**src/logic/prox_scan_cfg.svh**
```systemverilog
// Timing and threshold constants for the proximity scan sequencer
`ifndef PROX_SCAN_CFG_SVH
`define PROX_SCAN_CFG_SVH
`define CORE_CLK_MHZ 250
// Sleep windows in ms, lower and upper bounds
`define NORMAL_SLEEP_MIN_MS 69
`define NORMAL_SLEEP_MAX_MS 105
`define LOWPWR_SLEEP_MIN_MS 572
`define LOWPWR_SLEEP_MAX_MS 845
// Mode pin reset pulse width held by the host, in us
`define MODE_PULSE_MIN_US 4500
// Cycles per ms at the core rate
`define CYCLES_PER_MS (`CORE_CLK_MHZ * 1000)
// Sleep actually used: the lower bound, times the cycles per ms
`define NORMAL_SLEEP_CYCLES (`NORMAL_SLEEP_MIN_MS * `CYCLES_PER_MS)
`define LOWPWR_SLEEP_CYCLES (`LOWPWR_SLEEP_MIN_MS * `CYCLES_PER_MS)
// Active scan length in cycles
`define SCAN_CYCLES 256
// Width of the cycle counter, and of the level and sensor values
`define COUNT_WIDTH 32
`define LEVEL_WIDTH 8
`endif

```
**src/logic/prox_scan_pkg.sv**
```systemverilog
// Types shared by the proximity scan sequencer
package prox_scan_pkg;
    typedef enum logic [1:0] {st_scan, st_eval, st_sleep} seq_state_type;
endpackage

```
**src/logic/prox_pin_sync.sv**
```systemverilog
// Two-stage synchroniser for a group of pin inputs
`timescale 1ns/100ps
`default_nettype none
module prox_pin_sync #(
    parameter int WIDTH = 1
) (
    // Clock and reset
    input wire logic i_core_clk,
    input wire logic i_arst_n,
    // Pins in, synchronised out
    input wire logic [WIDTH-1:0] i_async,
    output logic [WIDTH-1:0] o_sync
);
    logic [WIDTH-1:0] meta;

    // First stage feeds only the second
    always_ff @(posedge i_core_clk or negedge i_arst_n)
    begin
        if (!i_arst_n)
        begin
            meta <= '0;
            o_sync <= '0;
        end
        else
        begin
            meta <= i_async;
            o_sync <= meta;
        end
    end
endmodule
`default_nettype wire

```
**src/logic/proximity_scan_sequencer.sv**
```systemverilog
// Scan, sleep and detection sequencer of the proximity detector
`timescale 1ns/100ps
`default_nettype none
`include "prox_scan_cfg.svh"

module proximity_scan_sequencer
    import prox_scan_pkg::*;
#(
    parameter int unsigned NORMAL_SLEEP = `NORMAL_SLEEP_CYCLES,
    parameter int unsigned LOWPWR_SLEEP = `LOWPWR_SLEEP_CYCLES,
    parameter int unsigned SCAN_LEN = `SCAN_CYCLES,
    parameter int unsigned LW = `LEVEL_WIDTH
) (
    // Clock and reset
    input wire logic i_core_clk,
    input wire logic i_arst_n,
    // Pins from outside
    input wire logic i_power_mode_select_n,
    input wire logic [LW-1:0] i_sensitivity_level_input,
    // Digitised sensor reading from the front end, valid at end of scan
    input wire logic [LW-1:0] i_sensor_input,
    // Open-drain detect pin
    output logic o_detect_out_n,
    output logic o_detect_out_n_oe,
    // Status
    output logic o_scanning
);
    localparam int CW = `COUNT_WIDTH;

    // ------------------------------------------------------------
    // Input synchronisation
    // ------------------------------------------------------------
    logic [2*LW:0] sync_out;
    logic mode_sync;
    logic [LW-1:0] level_sync;
    logic [LW-1:0] sensor_sync;

    prox_pin_sync #(.WIDTH(2*LW+1)) u_sync (
        .i_core_clk(i_core_clk),
        .i_arst_n(i_arst_n),
        .i_async({i_power_mode_select_n, i_sensitivity_level_input, i_sensor_input}),
        .o_sync(sync_out)
    );
    assign mode_sync = sync_out[2*LW];
    assign level_sync = sync_out[2*LW-1:LW];
    assign sensor_sync = sync_out[LW-1:0];

    // ------------------------------------------------------------
    // Mode edge detection
    // ------------------------------------------------------------
    logic mode_prev;
    logic [2:0] prime_pipe;
    logic mode_primed;
    logic mode_edge;

    // Edges count only once the synchroniser and mode_prev hold real pin data,
    // so a high pin at reset release cannot fake an edge
    always_ff @(posedge i_core_clk or negedge i_arst_n)
    begin
        if (!i_arst_n)
        begin
            mode_prev <= 1'b0;
            prime_pipe <= 3'h0;
        end
        else
        begin
            mode_prev <= mode_sync;
            prime_pipe <= {prime_pipe[1:0], 1'b1};
        end
    end
    assign mode_primed = prime_pipe[2];
    assign mode_edge = mode_primed && (mode_prev != mode_sync);

    // ------------------------------------------------------------
    // Sequencer
    // ------------------------------------------------------------
    seq_state_type state;
    logic [CW-1:0] count;
    logic detected;
    logic touched;
    logic [LW-1:0] threshold;
    logic [LW-1:0] baseline;
    logic hit;
    logic [CW-1:0] sleep_len;
    logic detected_next;
    logic touched_next;

    // Low level of the pin selects the long sleep
    assign sleep_len = mode_sync ? CW'(NORMAL_SLEEP) : CW'(LOWPWR_SLEEP);
    // Higher level raises the threshold, so supply is least sensitive
    assign hit = (sensor_sync > baseline) && ((sensor_sync - baseline) > threshold);

    // Scan, evaluate, then sleep unless a detection is held
    always_ff @(posedge i_core_clk or negedge i_arst_n)
    begin
        if (!i_arst_n)
        begin
            state <= st_scan;
            count <= '0;
        end
        else if (mode_edge)
        begin
            state <= st_scan;
            count <= '0;
        end
        else
        begin
            unique case (state)
                st_scan:
                begin
                    if (count >= CW'(SCAN_LEN - 1))
                    begin
                        state <= st_eval;
                        count <= '0;
                    end
                    else
                        count <= count + 1'b1;
                end
                st_eval:
                begin
                    // Next value of detected decides; hit covers the set case
                    if (detected_next)
                        state <= st_scan;
                    else
                        state <= st_sleep;
                    count <= '0;
                end
                st_sleep:
                begin
                    if (count >= sleep_len - 1'b1)
                    begin
                        state <= st_scan;
                        count <= '0;
                    end
                    else
                        count <= count + 1'b1;
                end
            endcase
        end
    end

    // Detection decision, taken only at the end of a scan
    // Touch test is one bit wider so a large threshold does not wrap when doubled
    always_comb
    begin
        detected_next = detected;
        touched_next = touched;
        if (detected && hit && ({1'b0, sensor_sync - baseline} > {threshold, 1'b0}))
            touched_next = 1'b1;
        else if (touched && !hit)
        begin
            detected_next = 1'b0;
            touched_next = 1'b0;
        end
        else if (hit)
            detected_next = 1'b1;
        else
            detected_next = 1'b0;
    end

    always_ff @(posedge i_core_clk or negedge i_arst_n)
    begin
        if (!i_arst_n)
        begin
            detected <= 1'b0;
            touched <= 1'b0;
        end
        else if (mode_edge)
        begin
            detected <= 1'b0;
            touched <= 1'b0;
        end
        else if (state == st_eval)
        begin
            detected <= detected_next;
            touched <= touched_next;
        end
    end

    // Threshold follows the level sampled after each scan
    always_ff @(posedge i_core_clk or negedge i_arst_n)
    begin
        if (!i_arst_n)
            threshold <= '0;
        else if (state == st_eval)
            threshold <= level_sync;
    end

    // Baseline captured on each mode pin edge; the front end compensates drift
    always_ff @(posedge i_core_clk or negedge i_arst_n)
    begin
        if (!i_arst_n)
            baseline <= '0;
        else if (mode_edge)
            baseline <= sensor_sync;
    end

    // ------------------------------------------------------------
    // Outputs
    // ------------------------------------------------------------
    // Pad data stays low; only the enable moves, so the pin never drives high
    always_ff @(posedge i_core_clk or negedge i_arst_n)
    begin
        if (!i_arst_n)
        begin
            o_detect_out_n <= 1'b0;
            o_detect_out_n_oe <= 1'b0;
            o_scanning <= 1'b0;
        end
        else
        begin
            o_detect_out_n <= 1'b0;
            o_detect_out_n_oe <= detected;
            o_scanning <= (state == st_scan);
        end
    end
endmodule
`default_nettype wire

```
**config.mk**
```make
export PLATFORM = sky130hd
export DESIGN_NAME = proximity_scan_sequencer
export DESIGN_NICKNAME = d
export VERILOG_FILES = /design/src/logic/prox_scan_pkg.sv /design/src/logic/prox_pin_sync.sv /design/src/logic/proximity_scan_sequencer.sv
export VERILOG_INCLUDE_DIRS = /design/src /design/src/logic
export SDC_FILE = /design/constraint.sdc
export NUM_CORES = 1
export LEC_CHECK = 0
export CORE_ASPECT_RATIO = 1.75
export CORE_UTILIZATION = 42
export DETAILED_ROUTE_END_ITERATION = 16
export DONT_BUFFER_PORTS = 1
export REMOVE_ABC_BUFFERS = 1
export SYNTH_ARGS = -nofsm -noshare
export SYNTH_HDL_FRONTEND = slang
export SYNTH_SLANG_ARGS = --single-unit
```
**constraint.sdc**
```tcl
create_clock -name i_core_clk -period 5.76 [get_ports i_core_clk]
set_clock_uncertainty 0.2 [all_clocks]
set_input_delay 0.576 -clock i_core_clk [delete_from_list [all_inputs] [get_ports i_core_clk]]
set_output_delay 0.576 -clock i_core_clk [all_outputs]
set_load 0.02 [all_outputs]
```
==> key figures, run 1 <==
Run status
  • Status: finished, final reports clean

Final layout
  • Layout cells sized above 1: 4.87%
  • Commonest non-fill, non-tap cell in the layout: dfrtp_1
  • Non-filler cells, final: between 500 and 600
  • Finished Cell Area: about 4600 µm²
  • Most frequent cells in the layout: dfrtp_1 (91), nor2_1 (40), nand2_1 (32), ha_1 (32), inv_1 (26)
  • Final Net Count: about 440
  • P&R area growth vs syn: 11.5%
  • Final core occ: between 40% and 50%
  • Antenna Diode Count: 0

Clock network
  • Total CTS buffers: 9
  • # H-tree levels: 3
  • Post-CTS Setup Bufs: 0
  • CTS tree: yes
  • Skew-Pair Late Insertion Delay: 0.34 ns
  • Count of clock tree sinks: between 90 and 100
  • Clock transition at path regs: approximately 0.060 ns
  • Number of buffers on the longest clock path: 2
  • CTS root buf: clkbuf_16

STA
  • Worst Max-Slew Pin Slew: roughly 0.96 ns
  • Rel. slew slack: ~36%
  • Final slew viol count: 0
  • Tmin final: between 3 and 4 ns
  • Final Cycle Share: between 60% and 70%
  • Fmax: 287 MHz
  • PnR worst setup slack: 2.28 ns
  • Min Hold Slack: 0.0572 ns
  • Setup TNS: 0 ns
  • RSZ-0062 raised after global routing: no
  • Setup violators final: 0
  • Fin. Hold Viols: 0

Critical path
  • Arr. time, crit path: around 3.5 ns
  • WP data required: ~5.8 ns
  • Setup CP Type: reg -> reg
  • CP endpoint kind: flop
  • Setup crit start kind: flop
  • Max FO, Critical Path: 28

GRT
  • Gr ovfl total: 0
  • Largest net degree at the start of global routing: 92
  • Initial antenna violation count: 0
  • Global-route wire length before repair: between 10000 and 15000 µm
  • Vias in the first global route: ~2.8k
  • Global-route total usage across every layer: between 15 and 20%

Die
  • Starting density of the core: 43.3%
  • IO Count: 22
  • Core ar.: between 9000 and 10000 µm²
  • Die area: between 10000 and 15000 µm²
  • Die X-Extent: roughly 77 µm
  • FP Rows: 47
  • Die Ht: approximately 130 µm

Pwr
  • Combinational fraction of design power: between 10% and 20%
  • Clk pwr share: a little under two fifths
  • Overall power: 1.73 mW
  • Reg power frac: a little over two fifths
  • Leakage Power: slightly above 2 nW
  • Int Power: 1.25 mW
  • Switching share of power: 27.6%
  • Power Density: 375 nW/µm²
  • VDD IR max: about 0.0002 V
  • Net switching power: about 0.48 mW

Logic synthesis
  • EDFF count, synth: 0
  • Synthesized instance count: 378
  • Synthesis-stage register bit count: roughly 90
  • Top cells by area, synth: dfrtp_1 (55%), ha_1 (9.7%), nor2_1 (3.6%)
  • Ys async rst share: between 90% and 100%
  • Synth area leader: dfrtp_1
  • Cell variety after synth: 43
  • Post-synthesis average cell area: ~11 µm²
  • Top cell type's share of synthesized area: between 50% and 60%
  • Main synth FF type: dfrtp_1
  • Post-Syn Area: slightly above 4000 µm²
  • Sequential-to-total area share from yosys stat: approximately 55%
  • Syn. warnings: 0

Place
  • Hpwl dp: approximately 5400 µm
  • DP Cell Count: 495
  • GP Congestion: between 0.7 and 0.8
  • Post-Place Setup Slack: between 2 and 2.5 ns
  • Port Buffers: 0
  • Placed Area: ~4200 µm²

Detailed routing
  • Routed WL per cell: ~15 µm
  • Drt first pass iters: 4
  • Detail Route Antenna Nets: 0
  • First DRT Iteration DRCs: 99
  • Via density: ~5.1
  • DR vias: around 2.6k
  • WL final: between 7000 and 8000 µm
  • DRC viols: 0

Hold path
  • Hold WC Path Type: in -> reg

Flow run
  • Max_cap viols: 0
## path summary, 6_finish.rpt
check / start / endpoint / slack [ns] / depth (start not counted)
min in group asynchronous: i_arst_n / threshold[6]$_DFFE_PN0P_ / 0.59 / 2
worst max-delay path: u_sync.o_sync[16]$_DFF_PN0_ / count[28]$_DFF_PN0_ / 2.28 / 8
worst max register to register: u_sync.o_sync[16]$_DFF_PN0_ / count[28]$_DFF_PN0_ / 2.28 / 8
max in group asynchronous: i_arst_n / count[29]$_DFF_PN0_ / 4.38 / 2
worst min register to register: u_sync.meta[0]$_DFF_PN0_ / u_sync.o_sync[0]$_DFF_PN0_ / 0.14 / 0
worst min-delay path: i_sensitivity_level_input[0] / u_sync.meta[8]$_DFF_PN0_ / 0.06 / 0
## cell usage after synthesis, types with 2 or more instances
cell type,number
dfrtp_1,91
and3_1,4
nor4_1,5
nand2_1,32
and2_1,3
xnor2_1,17
nand3b_1,2
a211oi_1,5
conb_1,2
inv_1,26
a21oi_1,10
nand2b_1,2
buf_4,2
ha_1,32
o211ai_1,2
clkbuf_1,3
nor3_1,7
buf_6,2
o21a_1,2
o21ai_0,19
nor2_1,40
nor2b_1,5
nand3_1,19
xor2_1,15
mux2i_1,2
nand4_1,9
a21o_1,4
## sequential cells by signal, indices dropped and copies added, names as in the netlist
| name | flops |
|---|---|
| detected | 1 |
| prime_pipe | 3 |
| baseline | 8 |
| threshold | 8 |
| count | 32 |
| o_detect_out_n_oe | 1 |
| u_sync.o_sync | 17 |
| u_sync.meta | 17 |
| state | 2 |
| mode_prev | 1 |
| o_scanning | 1 |
## critical path, cell delays in order, from the launching register on
cell,delay [ns]
dfrtp_1,0.49
inv_1,0.21
ha_1,0.34
nand3_1,0.09
or2_0,0.24
or4_1,0.53
o2111ai_1,0.26
o21a_1,0.81
nor2_1,0.14
## layout make-up
| cell class | instances | area [µm²] |
|---|---|---|
| clock buffer | 11 | 253 |
| clock inverter | 4 | 73.8 |
| fill | 912 | 4930 |
| inverter | 26 | 97.6 |
| multi-input combinational | 256 | 1710 |
| sequential | 91 | 2280 |
| tap | 122 | 153 |
| timing repair buffer | 2 | 37.5 |
## kinds of logic after synthesis
family | Yosys count | share of synthesized area [%]
DFF | 91 | 55.2
buffers and inverters | 34 | 3.67
xor gates and xnor gates | 32 | 6.79
adders and majority gates | 33 | 10.2
other | 2 | 0.182
and+or+nand+nor | 134 | 15.9
muxes | 3 | 0.758
AOI/OAI and AO/OA | 49 | 7.37
## power by group through the flow
stage               registers [mW]  logic [mW]  clock network [mW]
global route                 0.757       0.403               0.686
floorplan                    0.751       0.258                   0
detailed placement           0.761       0.329                   0
global placement             0.760       0.318                   0
finish                       0.747       0.340               0.638
CTS                          0.749       0.348               0.657
## routing by layer
| metal | GRT usage (%) | vias to the layer above | wire length [µm] | part of all wire, % |
|---|---|---|---|---|
| li1 | - | 1291 | - | - |
| met1 | 18.0 | 1280 | 2930 | 39 |
| met2 | 29.4 | 28 | 4060 | 54 |
| met3 | 5.07 | 18 | 235 | 3.1 |
| met4 | 9.51 | 0 | 271 | 3.6 |
| met5 | 0 | - | 0 | 0 |
## repair_timing
action,4_1_cts,5_1_grt
endpoints found under the hold margin,91,0
hold buffers,2,0
gates resized for setup,0,0
endpoints found under the setup margin,0,0
Note: power is estimated with default switching activity, not from simulation.
==> run 2: changes to the inputs <==
--- a/config.mk
+++ b/config.mk
@@ -6,6 +6,7 @@
 export SDC_FILE = /design/constraint.sdc
 export NUM_CORES = 1
 export LEC_CHECK = 0
+export ABC_AREA = 1
 export CORE_ASPECT_RATIO = 1.75
 export CORE_UTILIZATION = 42
 export DETAILED_ROUTE_END_ITERATION = 16
==> constraint.sdc (replaced) <==
create_clock -name i_core_clk -period 3.4 [get_ports i_core_clk]
set_clock_uncertainty 0.2 [all_clocks]
set_input_delay 0.34 -clock i_core_clk [delete_from_list [all_inputs] [get_ports i_core_clk]]
set_output_delay 0.34 -clock i_core_clk [all_outputs]
set_load 0.02 [all_outputs]
==> run 2 against run 1 <==
Net effect: cell area grew 14%; hold slack gained 0.091 ns; count of clock-buffer cells in the layout is the same; sequential share of layout area shrank 6.2 points; power grew 82%; global-route usage grew 1.5 points; sequential cell count is the same; sequential power grew 70%; non-clock buffer count grew 20; combinational power grew 130%; critical path type unchanged; critical endpoint is now state[1]$_DFFE_PN0P_; highest routed layer unchanged.
==> key figures, run 2 <==
Logic synthesis
  • Cell variety after synth: 37
  • Sequential-to-total area share from yosys stat: 49.9%
  • Synth area leader: dfrtp_1
  • Ys async rst share: 100%
  • Synthesized instance count: between 500 and 600
  • Top cell type's share of synthesized area: about half
  • Cell with the most instances after synthesis: nand2_1
  • Top cells by area, synth: dfrtp_1 (50%), nand2_1 (9.2%), ha_1 (8.8%)
  • Post-Syn Area: approximately 4600 µm²
  • Post-synthesis average cell area: approximately 9.0 µm²
  • EDFF count, synth: 0
  • Main synth FF type: dfrtp_1
  • Commonest cells in the netlist: nand2_1 (112), dfrtp_1 (91), nor2_1 (64), inv_1 (55), ha_1 (32)
  • Syn. warnings: 0
  • Synthesis-stage register bit count: between 90 and 100

Critical path
  • Worst reg2reg path depth: 17
  • Slowest stage delay, CP: between 0.3 and 0.4 ns
  • WP data required: 3.48 ns
  • CP endpoint kind: flop
  • Most used cell, CP: nand2_1
  • Setup crit start kind: flop
  • Slowest CP cell: dfrtp_1
  • Worst flop-to-flop path startpoint: u_sync.o_sync[2]$_DFF_PN0_
  • Arr. time, crit path: 2.93 ns
  • Reg2reg setup slack: roughly 0.56 ns
  • Setup CP Type: reg -> reg
  • Max FO, Critical Path: 5
  • RR Endpoint: state[1]$_DFFE_PN0P_
  • Critical path, cell by cell: ha_1 -> a21oi_1 -> o21ai_0 -> nand4_1 -> o211ai_1 -> xor2_1 -> ha_1 -> nand2_1 -> nor2_1 -> nand2_1 -> nand2_1 -> inv_1 -> nand3_1 -> nand3_1 -> nor2_1 -> nand2_1 -> nand2_1

Detailed routing
  • Routed WL per cell: between 10 and 15 µm
  • WL final: 9200 µm
  • Detail Route Antenna Nets: 0
  • First DRT Iteration DRCs: 105
  • DR vias: between 3k and 4k
  • Drt first pass iters: 4
  • DRC viols: 0
  • Via density: between 4 and 5

Final layout
  • Antenna Diode Count: 0
  • Max reg flops: 32
  • P&R area growth vs syn: 15.1%
  • Largest registers: count: 32 flops, u_sync.meta: 17 flops, u_sync.o_sync: 17 flops
  • Final Net Count: between 500 and 600
  • Largest Register: count
  • Commonest non-fill, non-tap cell in the layout: nand2_1
  • Most frequent cells in the layout: nand2_1 (112), dfrtp_1 (91), nor2_1 (64)
  • Layout cells sized above 1: 8.52%

Place
  • Port Buffers: 0
  • GP Congestion: between 0.8 and 0.9
  • Post-Place Setup Slack: between 0.5 and 0.6 ns
  • Hpwl dp: approximately 6700 µm

Clock network
  • Count of clock tree sinks: 91
  • Skew-Pair Late Insertion Delay: between 0.3 and 0.4 ns
  • Number of buffers on the longest clock path: 2
  • Hold_buf cts: 19
  • CTS root buf: clkbuf_16
  • Post-CTS Setup Bufs: 0
  • CTS tree: yes
  • Clock transition at path regs: approximately 0.06 ns
  • # H-tree levels: 3
  • Total CTS buffers: 9
  • Post-CTS resize count: 0

STA
  • Rel. slew slack: between 60% and 70%
  • PnR worst setup slack: 0.558 ns
  • Tmin final: around 2.8 ns
  • Fin. Hold Viols: 0
  • Fmax: about 350 MHz
  • Final Cycle Share: between 80% and 90%
  • RSZ-0062 raised after global routing: no
  • Worst Max-Slew Pin Slew: 0.536 ns
  • Setup TNS: 0 ns
  • Final slew viol count: 0
  • Setup violators final: 0

Pwr
  • Switching share of power: approximately 31%
  • Clk pwr share: about a third
  • Int Power: 2.16 mW
  • VDD IR max: between 0.0004 and 0.0005 V
  • Combinational fraction of design power: around a quarter
  • Leakage Power: approximately 2.5 nW
  • Power Density: approximately 600 nW/µm²
  • Reg power frac: between 40 and 50%
  • Overall power: between 3 and 4 mW
  • Net switching power: 0.986 mW

Die
  • Core ar.: ~11000 µm²
  • Die X-Extent: 80.8 µm
  • Die Ht: about 140 µm
  • IO Count: 22
  • Die area: 11300 µm²
  • FP Rows: 50
  • Starting density of the core: a little over two fifths

Run status
  • Status: finished, final reports clean

Hold path
  • Hold WC Path Type: reg -> reg
  • Hold path endpoint: u_sync.o_sync[5]$_DFF_PN0_
  • Worst Hold Launch: u_sync.meta[5]$_DFF_PN0_
  • WHS Path Cells: 0

GRT
  • Initial antenna violation count: 0
  • Vias in the first global route: about 3.4k
  • Largest net degree at the start of global routing: 92
  • Global-route total usage across every layer: between 10% and 20%
  • Gr ovfl total: 0
  • Global-route wire length before repair: 15500 µm

Flow run
  • Max_cap viols: 0
run 2: layout make-up:
class | instances | area [µm²]
Fill cell | 1019 | 5380
Sequential cell | 91 | 2280
Multi-Input combinational cell | 350 | 2020
Clock buffer | 11 | 243
Timing Repair Buffer | 22 | 243
Inverter | 61 | 229
Tap cell | 130 | 163
Clock inverter | 5 | 85.1
run 2: logic make-up (layout without fill, tap and decap cells):
kind of cell	Yosys count	after routing	synth area share, %
simple gates	244	244	24.2
flops	91	91	49.9
buf+inv	68	99	6.22
compound gates	39	39	4.77
fa+ha+maj	33	33	9.21
xor+xnor	28	28	5.37
other cells	2	5	0.164
mux	1	1	0.247
run 2: power by group through the flow:
| stage | registers [mW] | clock network (mW) | logic (mW) |
|---|---|---|---|
| 4_1_cts | 1.27 | 1.11 | 0.810 |
| 5_1_grt | 1.28 | 1.17 | 0.920 |
| 3_3_place_gp | 1.28 | 0 | 0.743 |
| 6_report | 1.27 | 1.09 | 0.796 |
| 3_5_place_dp | 1.29 | 0 | 0.761 |
| 2_1_floorplan | 1.27 | 0 | 0.562 |
run 2: critical path, delay by kind of cell, from the launching register on:
kind	cells	cell delay, ns
AND/OR/NAND/NOR	10	0.83
adder cells (fa/ha/maj)	2	0.67
AO/OA/AOI/OAI	3	0.53
flip-flops	1	0.38
XOR/XNOR	1	0.16
buffers and inverters	1	0.04
run 2: layer usage:
metal | routed length, µm | GRT usage, %
met1 | 3420 | 18.2
met2 | 5220 | 33.8
met3 | 183 | 4.04
met4 | 377 | 10.4
met5 | 0 | 0
run 2: worst max path at each step:
stage,slack [ns],cells after the start,startpoint,end
after detailed placement,0.59,18,u_sync.o_sync[0]$_DFF_PN0_,state[1]$_DFFE_PN0P_
after global placement,0.67,17,baseline[0]$_DFFE_PN0P_,state[1]$_DFFE_PN0P_
final,0.56,17,u_sync.o_sync[2]$_DFF_PN0_,state[1]$_DFFE_PN0P_
after global routing,0.37,17,u_sync.o_sync[2]$_DFF_PN0_,state[1]$_DFFE_PN0P_
after floorplan,0.79,16,baseline[0]$_DFFE_PN0P_,state[1]$_DFFE_PN0P_
after CTS,0.58,18,u_sync.o_sync[0]$_DFF_PN0_,state[1]$_DFFE_PN0P_
run 2: metrics by stage:
step	utilization (%)	instances	instance area [µm²]	hold WS (ns)
after floorplan	-	502	4520	-0.156
after global placement	44.4	635	4720	-0.153
after detailed placement	44.4	635	4720	-0.153
after CTS	49.4	670	5260	0.148
after global routing	49.4	670	5260	0.154
final	49.4	670	5260	0.148
==> run 3: changes to the inputs <==
--- a/config.mk
+++ b/config.mk
@@ -6,7 +6,7 @@
 export SDC_FILE = /design/constraint.sdc
 export NUM_CORES = 1
 export LEC_CHECK = 0
-export ABC_AREA = 1
+export ABC_AREA = 0
 export CORE_ASPECT_RATIO = 1.75
 export CORE_UTILIZATION = 42
 export DETAILED_ROUTE_END_ITERATION = 16
==> constraint.sdc (replaced) <==
create_clock -name i_core_clk -period 2.8 [get_ports i_core_clk]
set_clock_uncertainty 0.2 [all_clocks]
set_input_delay 0.28 -clock i_core_clk [delete_from_list [all_inputs] [get_ports i_core_clk]]
set_output_delay 0.28 -clock i_core_clk [all_outputs]
set_load 0.02 [all_outputs]
==> run 3 against run 2 <==
Net effect: the run now ends with setup timing left; hold slack gained 0.00057 ns; combinational power grew 6.5%; power grew 18%; cell count shrank 18%; sequential cell count is the same; critical endpoint is now detected$_DFFE_PN0P_.
==> key figures, run 3 (synthesized netlist as in run 1, its figures left out) <==
Clock network
  • Count of clock tree sinks: approximately 90
  • Number of buffers on the longest clock path: 2
  • Skew-Pair Late Insertion Delay: around 0.34 ns
  • # H-tree levels: 3
  • CTS tree: yes
  • Clock transition at path regs: 0.06 ns
  • CTS root buf: clkbuf_16
  • Total CTS buffers: 9

Detailed routing
  • First DRT Iteration DRCs: roughly 80
  • DRC viols: 0
  • WL final: around 8100 µm
  • Drt first pass iters: 4
  • Detail Route Antenna Nets: 0
  • DR vias: about 2.8k
  • Via density: 5.05
  • Routed WL per cell: 14.8 µm

Critical path
  • CP endpoint kind: flop
  • Worst flop-to-flop path startpoint: u_sync.o_sync[1]$_DFF_PN0_
  • WP data required: approximately 2.9 ns
  • Worst Setup SP: u_sync.o_sync[1]$_DFF_PN0_
  • Arr. time, crit path: between 3 and 4 ns
  • Setup crit start kind: flop
  • Setup CP Type: reg -> reg
  • Max FO, Critical Path: 2

STA
  • RSZ-0062 raised after global routing: yes
  • Final slew viol count: 0
  • Final Cycle Share: 104%
  • Fin. Hold Viols: 0
  • Min Hold Slack: 0.149 ns
  • Rel. slew slack: between 60 and 70%
  • Tmin final: ~2.9 ns
  • Setup TNS: -0.230 ns
  • PnR worst setup slack: -0.126 ns
  • Fmax: about 340 MHz
  • Setup violators final: 2
  • Worst Max-Slew Pin Slew: approximately 0.57 ns

GRT
  • Largest net degree at the start of global routing: 92
  • Vias in the first global route: 2924
  • Global-route wire length before repair: 13600 µm
  • Global-route total usage across every layer: between 15 and 20%
  • Gr ovfl total: 0
  • Initial antenna violation count: 0

Pwr
  • Power Density: about 740 nW/µm²
  • VDD IR max: around 0.00046 V
  • Overall power: 3.71 mW
  • Leakage Power: around 2.2 nW

Run status
  • Failing checks: setup timing
  • Status: complete, but fails checks

Die
  • Starting density of the core: a little over two fifths
  • FP Rows: 47
  • IO Count: 22
  • Core ar.: around 9500 µm²
  • Die Ht: ~130 µm
  • Die area: 10200 µm²
  • Die X-Extent: 76.9 µm

Final layout
  • Final Net Count: between 400 and 500
  • P&R area growth vs syn: 20.6%
  • Layout cells sized above 1: a little under an eighth
  • Most frequent cells in the layout: dfrtp_1 (90), nor2_1 (40), nand2_1 (32)
  • Commonest non-fill, non-tap cell in the layout: dfrtp_1
  • Max reg flops: 32
  • Largest Register: count
  • Largest registers: count: 32 flops, u_sync.meta: 17 flops, u_sync.o_sync: 17 flops
  • Antenna Diode Count: 0

Place
  • Hpwl dp: between 5000 and 6000 µm
  • GP Congestion: 0.855
  • Port Buffers: 0

Flow run
  • Max_cap viols: 0

Hold path
  • Worst Hold Launch: u_sync.meta[12]$_DFF_PN0_
  • Hold WC Path Type: reg -> reg
[run 3: cell types whose count changed in the layout (fill, tap and decap cells not counted), moves of 8 or more]
cell	previous run	this run
nor2_4	10	0
nand3_1	27	19
nor2_1	64	40
nand2_1	112	32
xnor2_1	7	17
buf_4	2	14
inv_1	55	25
[run 3: final timing paths]
kind	endpoint	slack, ns	cells past startpoint
setup reg to reg	detected$_DFFE_PN0P_	-0.13	14
min in group asynchronous	count[15]$_DFF_PN0_	0.29	2
max in group asynchronous	u_sync.o_sync[16]$_DFF_PN0_	1.71	2
setup / recovery	detected$_DFFE_PN0P_	-0.13	14
hold / removal	u_sync.o_sync[12]$_DFF_PN0_	0.15	0
hold reg to reg	u_sync.o_sync[12]$_DFF_PN0_	0.15	0
[run 3: timing repair]
item                                    in CTS  in global routing
hold endpoints to repair                   108                  0
cloned                                       0                  2
hold buffers                                19                  0
endpoints found under the setup margin      23                 31
pin swaps                                   14                 10
buffers inserted                             2                  1
gates resized for setup                     11                 15
[run 3: final cells by class]
class / instances / area (µm²)
clock buffer: 11 / 243
clock inverter: 5 / 85.1
fill: 893 / 4550
inverter: 26 / 97.6
multi-input combinational: 256 / 1780
sequential: 91 / 2280
tap: 122 / 153
timing repair buffer: 36 / 343
[run 3: metrics by stage]
| step | cell area (µm²) | util [%] | worst slack, ns | cells |
|---|---|---|---|---|
| 2_1_floorplan | 4080 | - | -0.154 | 373 |
| 3_3_place_gp | 4330 | 45.4 | -0.126 | 507 |
| 3_5_place_dp | 4330 | 45.4 | -0.229 | 507 |
| 4_1_cts | 4910 | 51.6 | -0.128 | 544 |
| 5_1_grt | 4980 | 52.3 | -0.288 | 547 |
| 6_report | 4980 | 52.3 | -0.126 | 547 |
[run 3: routing by layer]
| layer | track usage (%) | wire [µm] |
|---|---|---|
| met1 | 18.0 | 3120 |
| met2 | 32.6 | 4610 |
| met3 | 3.77 | 180 |
| met4 | 8.65 | 183 |
| met5 | 0 | 0 |
[run 3: worst max-delay path, stage by stage, from the launching register on]
cell	delay (ns)
dfrtp_1	0.39
ha_1	0.30
nor2b_1	0.13
o21ai_1	0.09
a21boi_2	0.19
o21ai_2	0.09
a211oi_2	0.24
xor2_1	0.21
ha_1	0.27
nand4_1	0.12
o22a_1	0.14
o31ai_1	0.06
a21o_1	0.18
a21oi_1	0.12
o21a_1	0.13
[run 3: power breakdown]
part / internal [mW] / switching [mW] / total [mW]
Sequential: 1.46 / 0.0776 / 1.54
Combinational: 0.373 / 0.475 / 0.848
Clock: 0.811 / 0.509 / 1.32
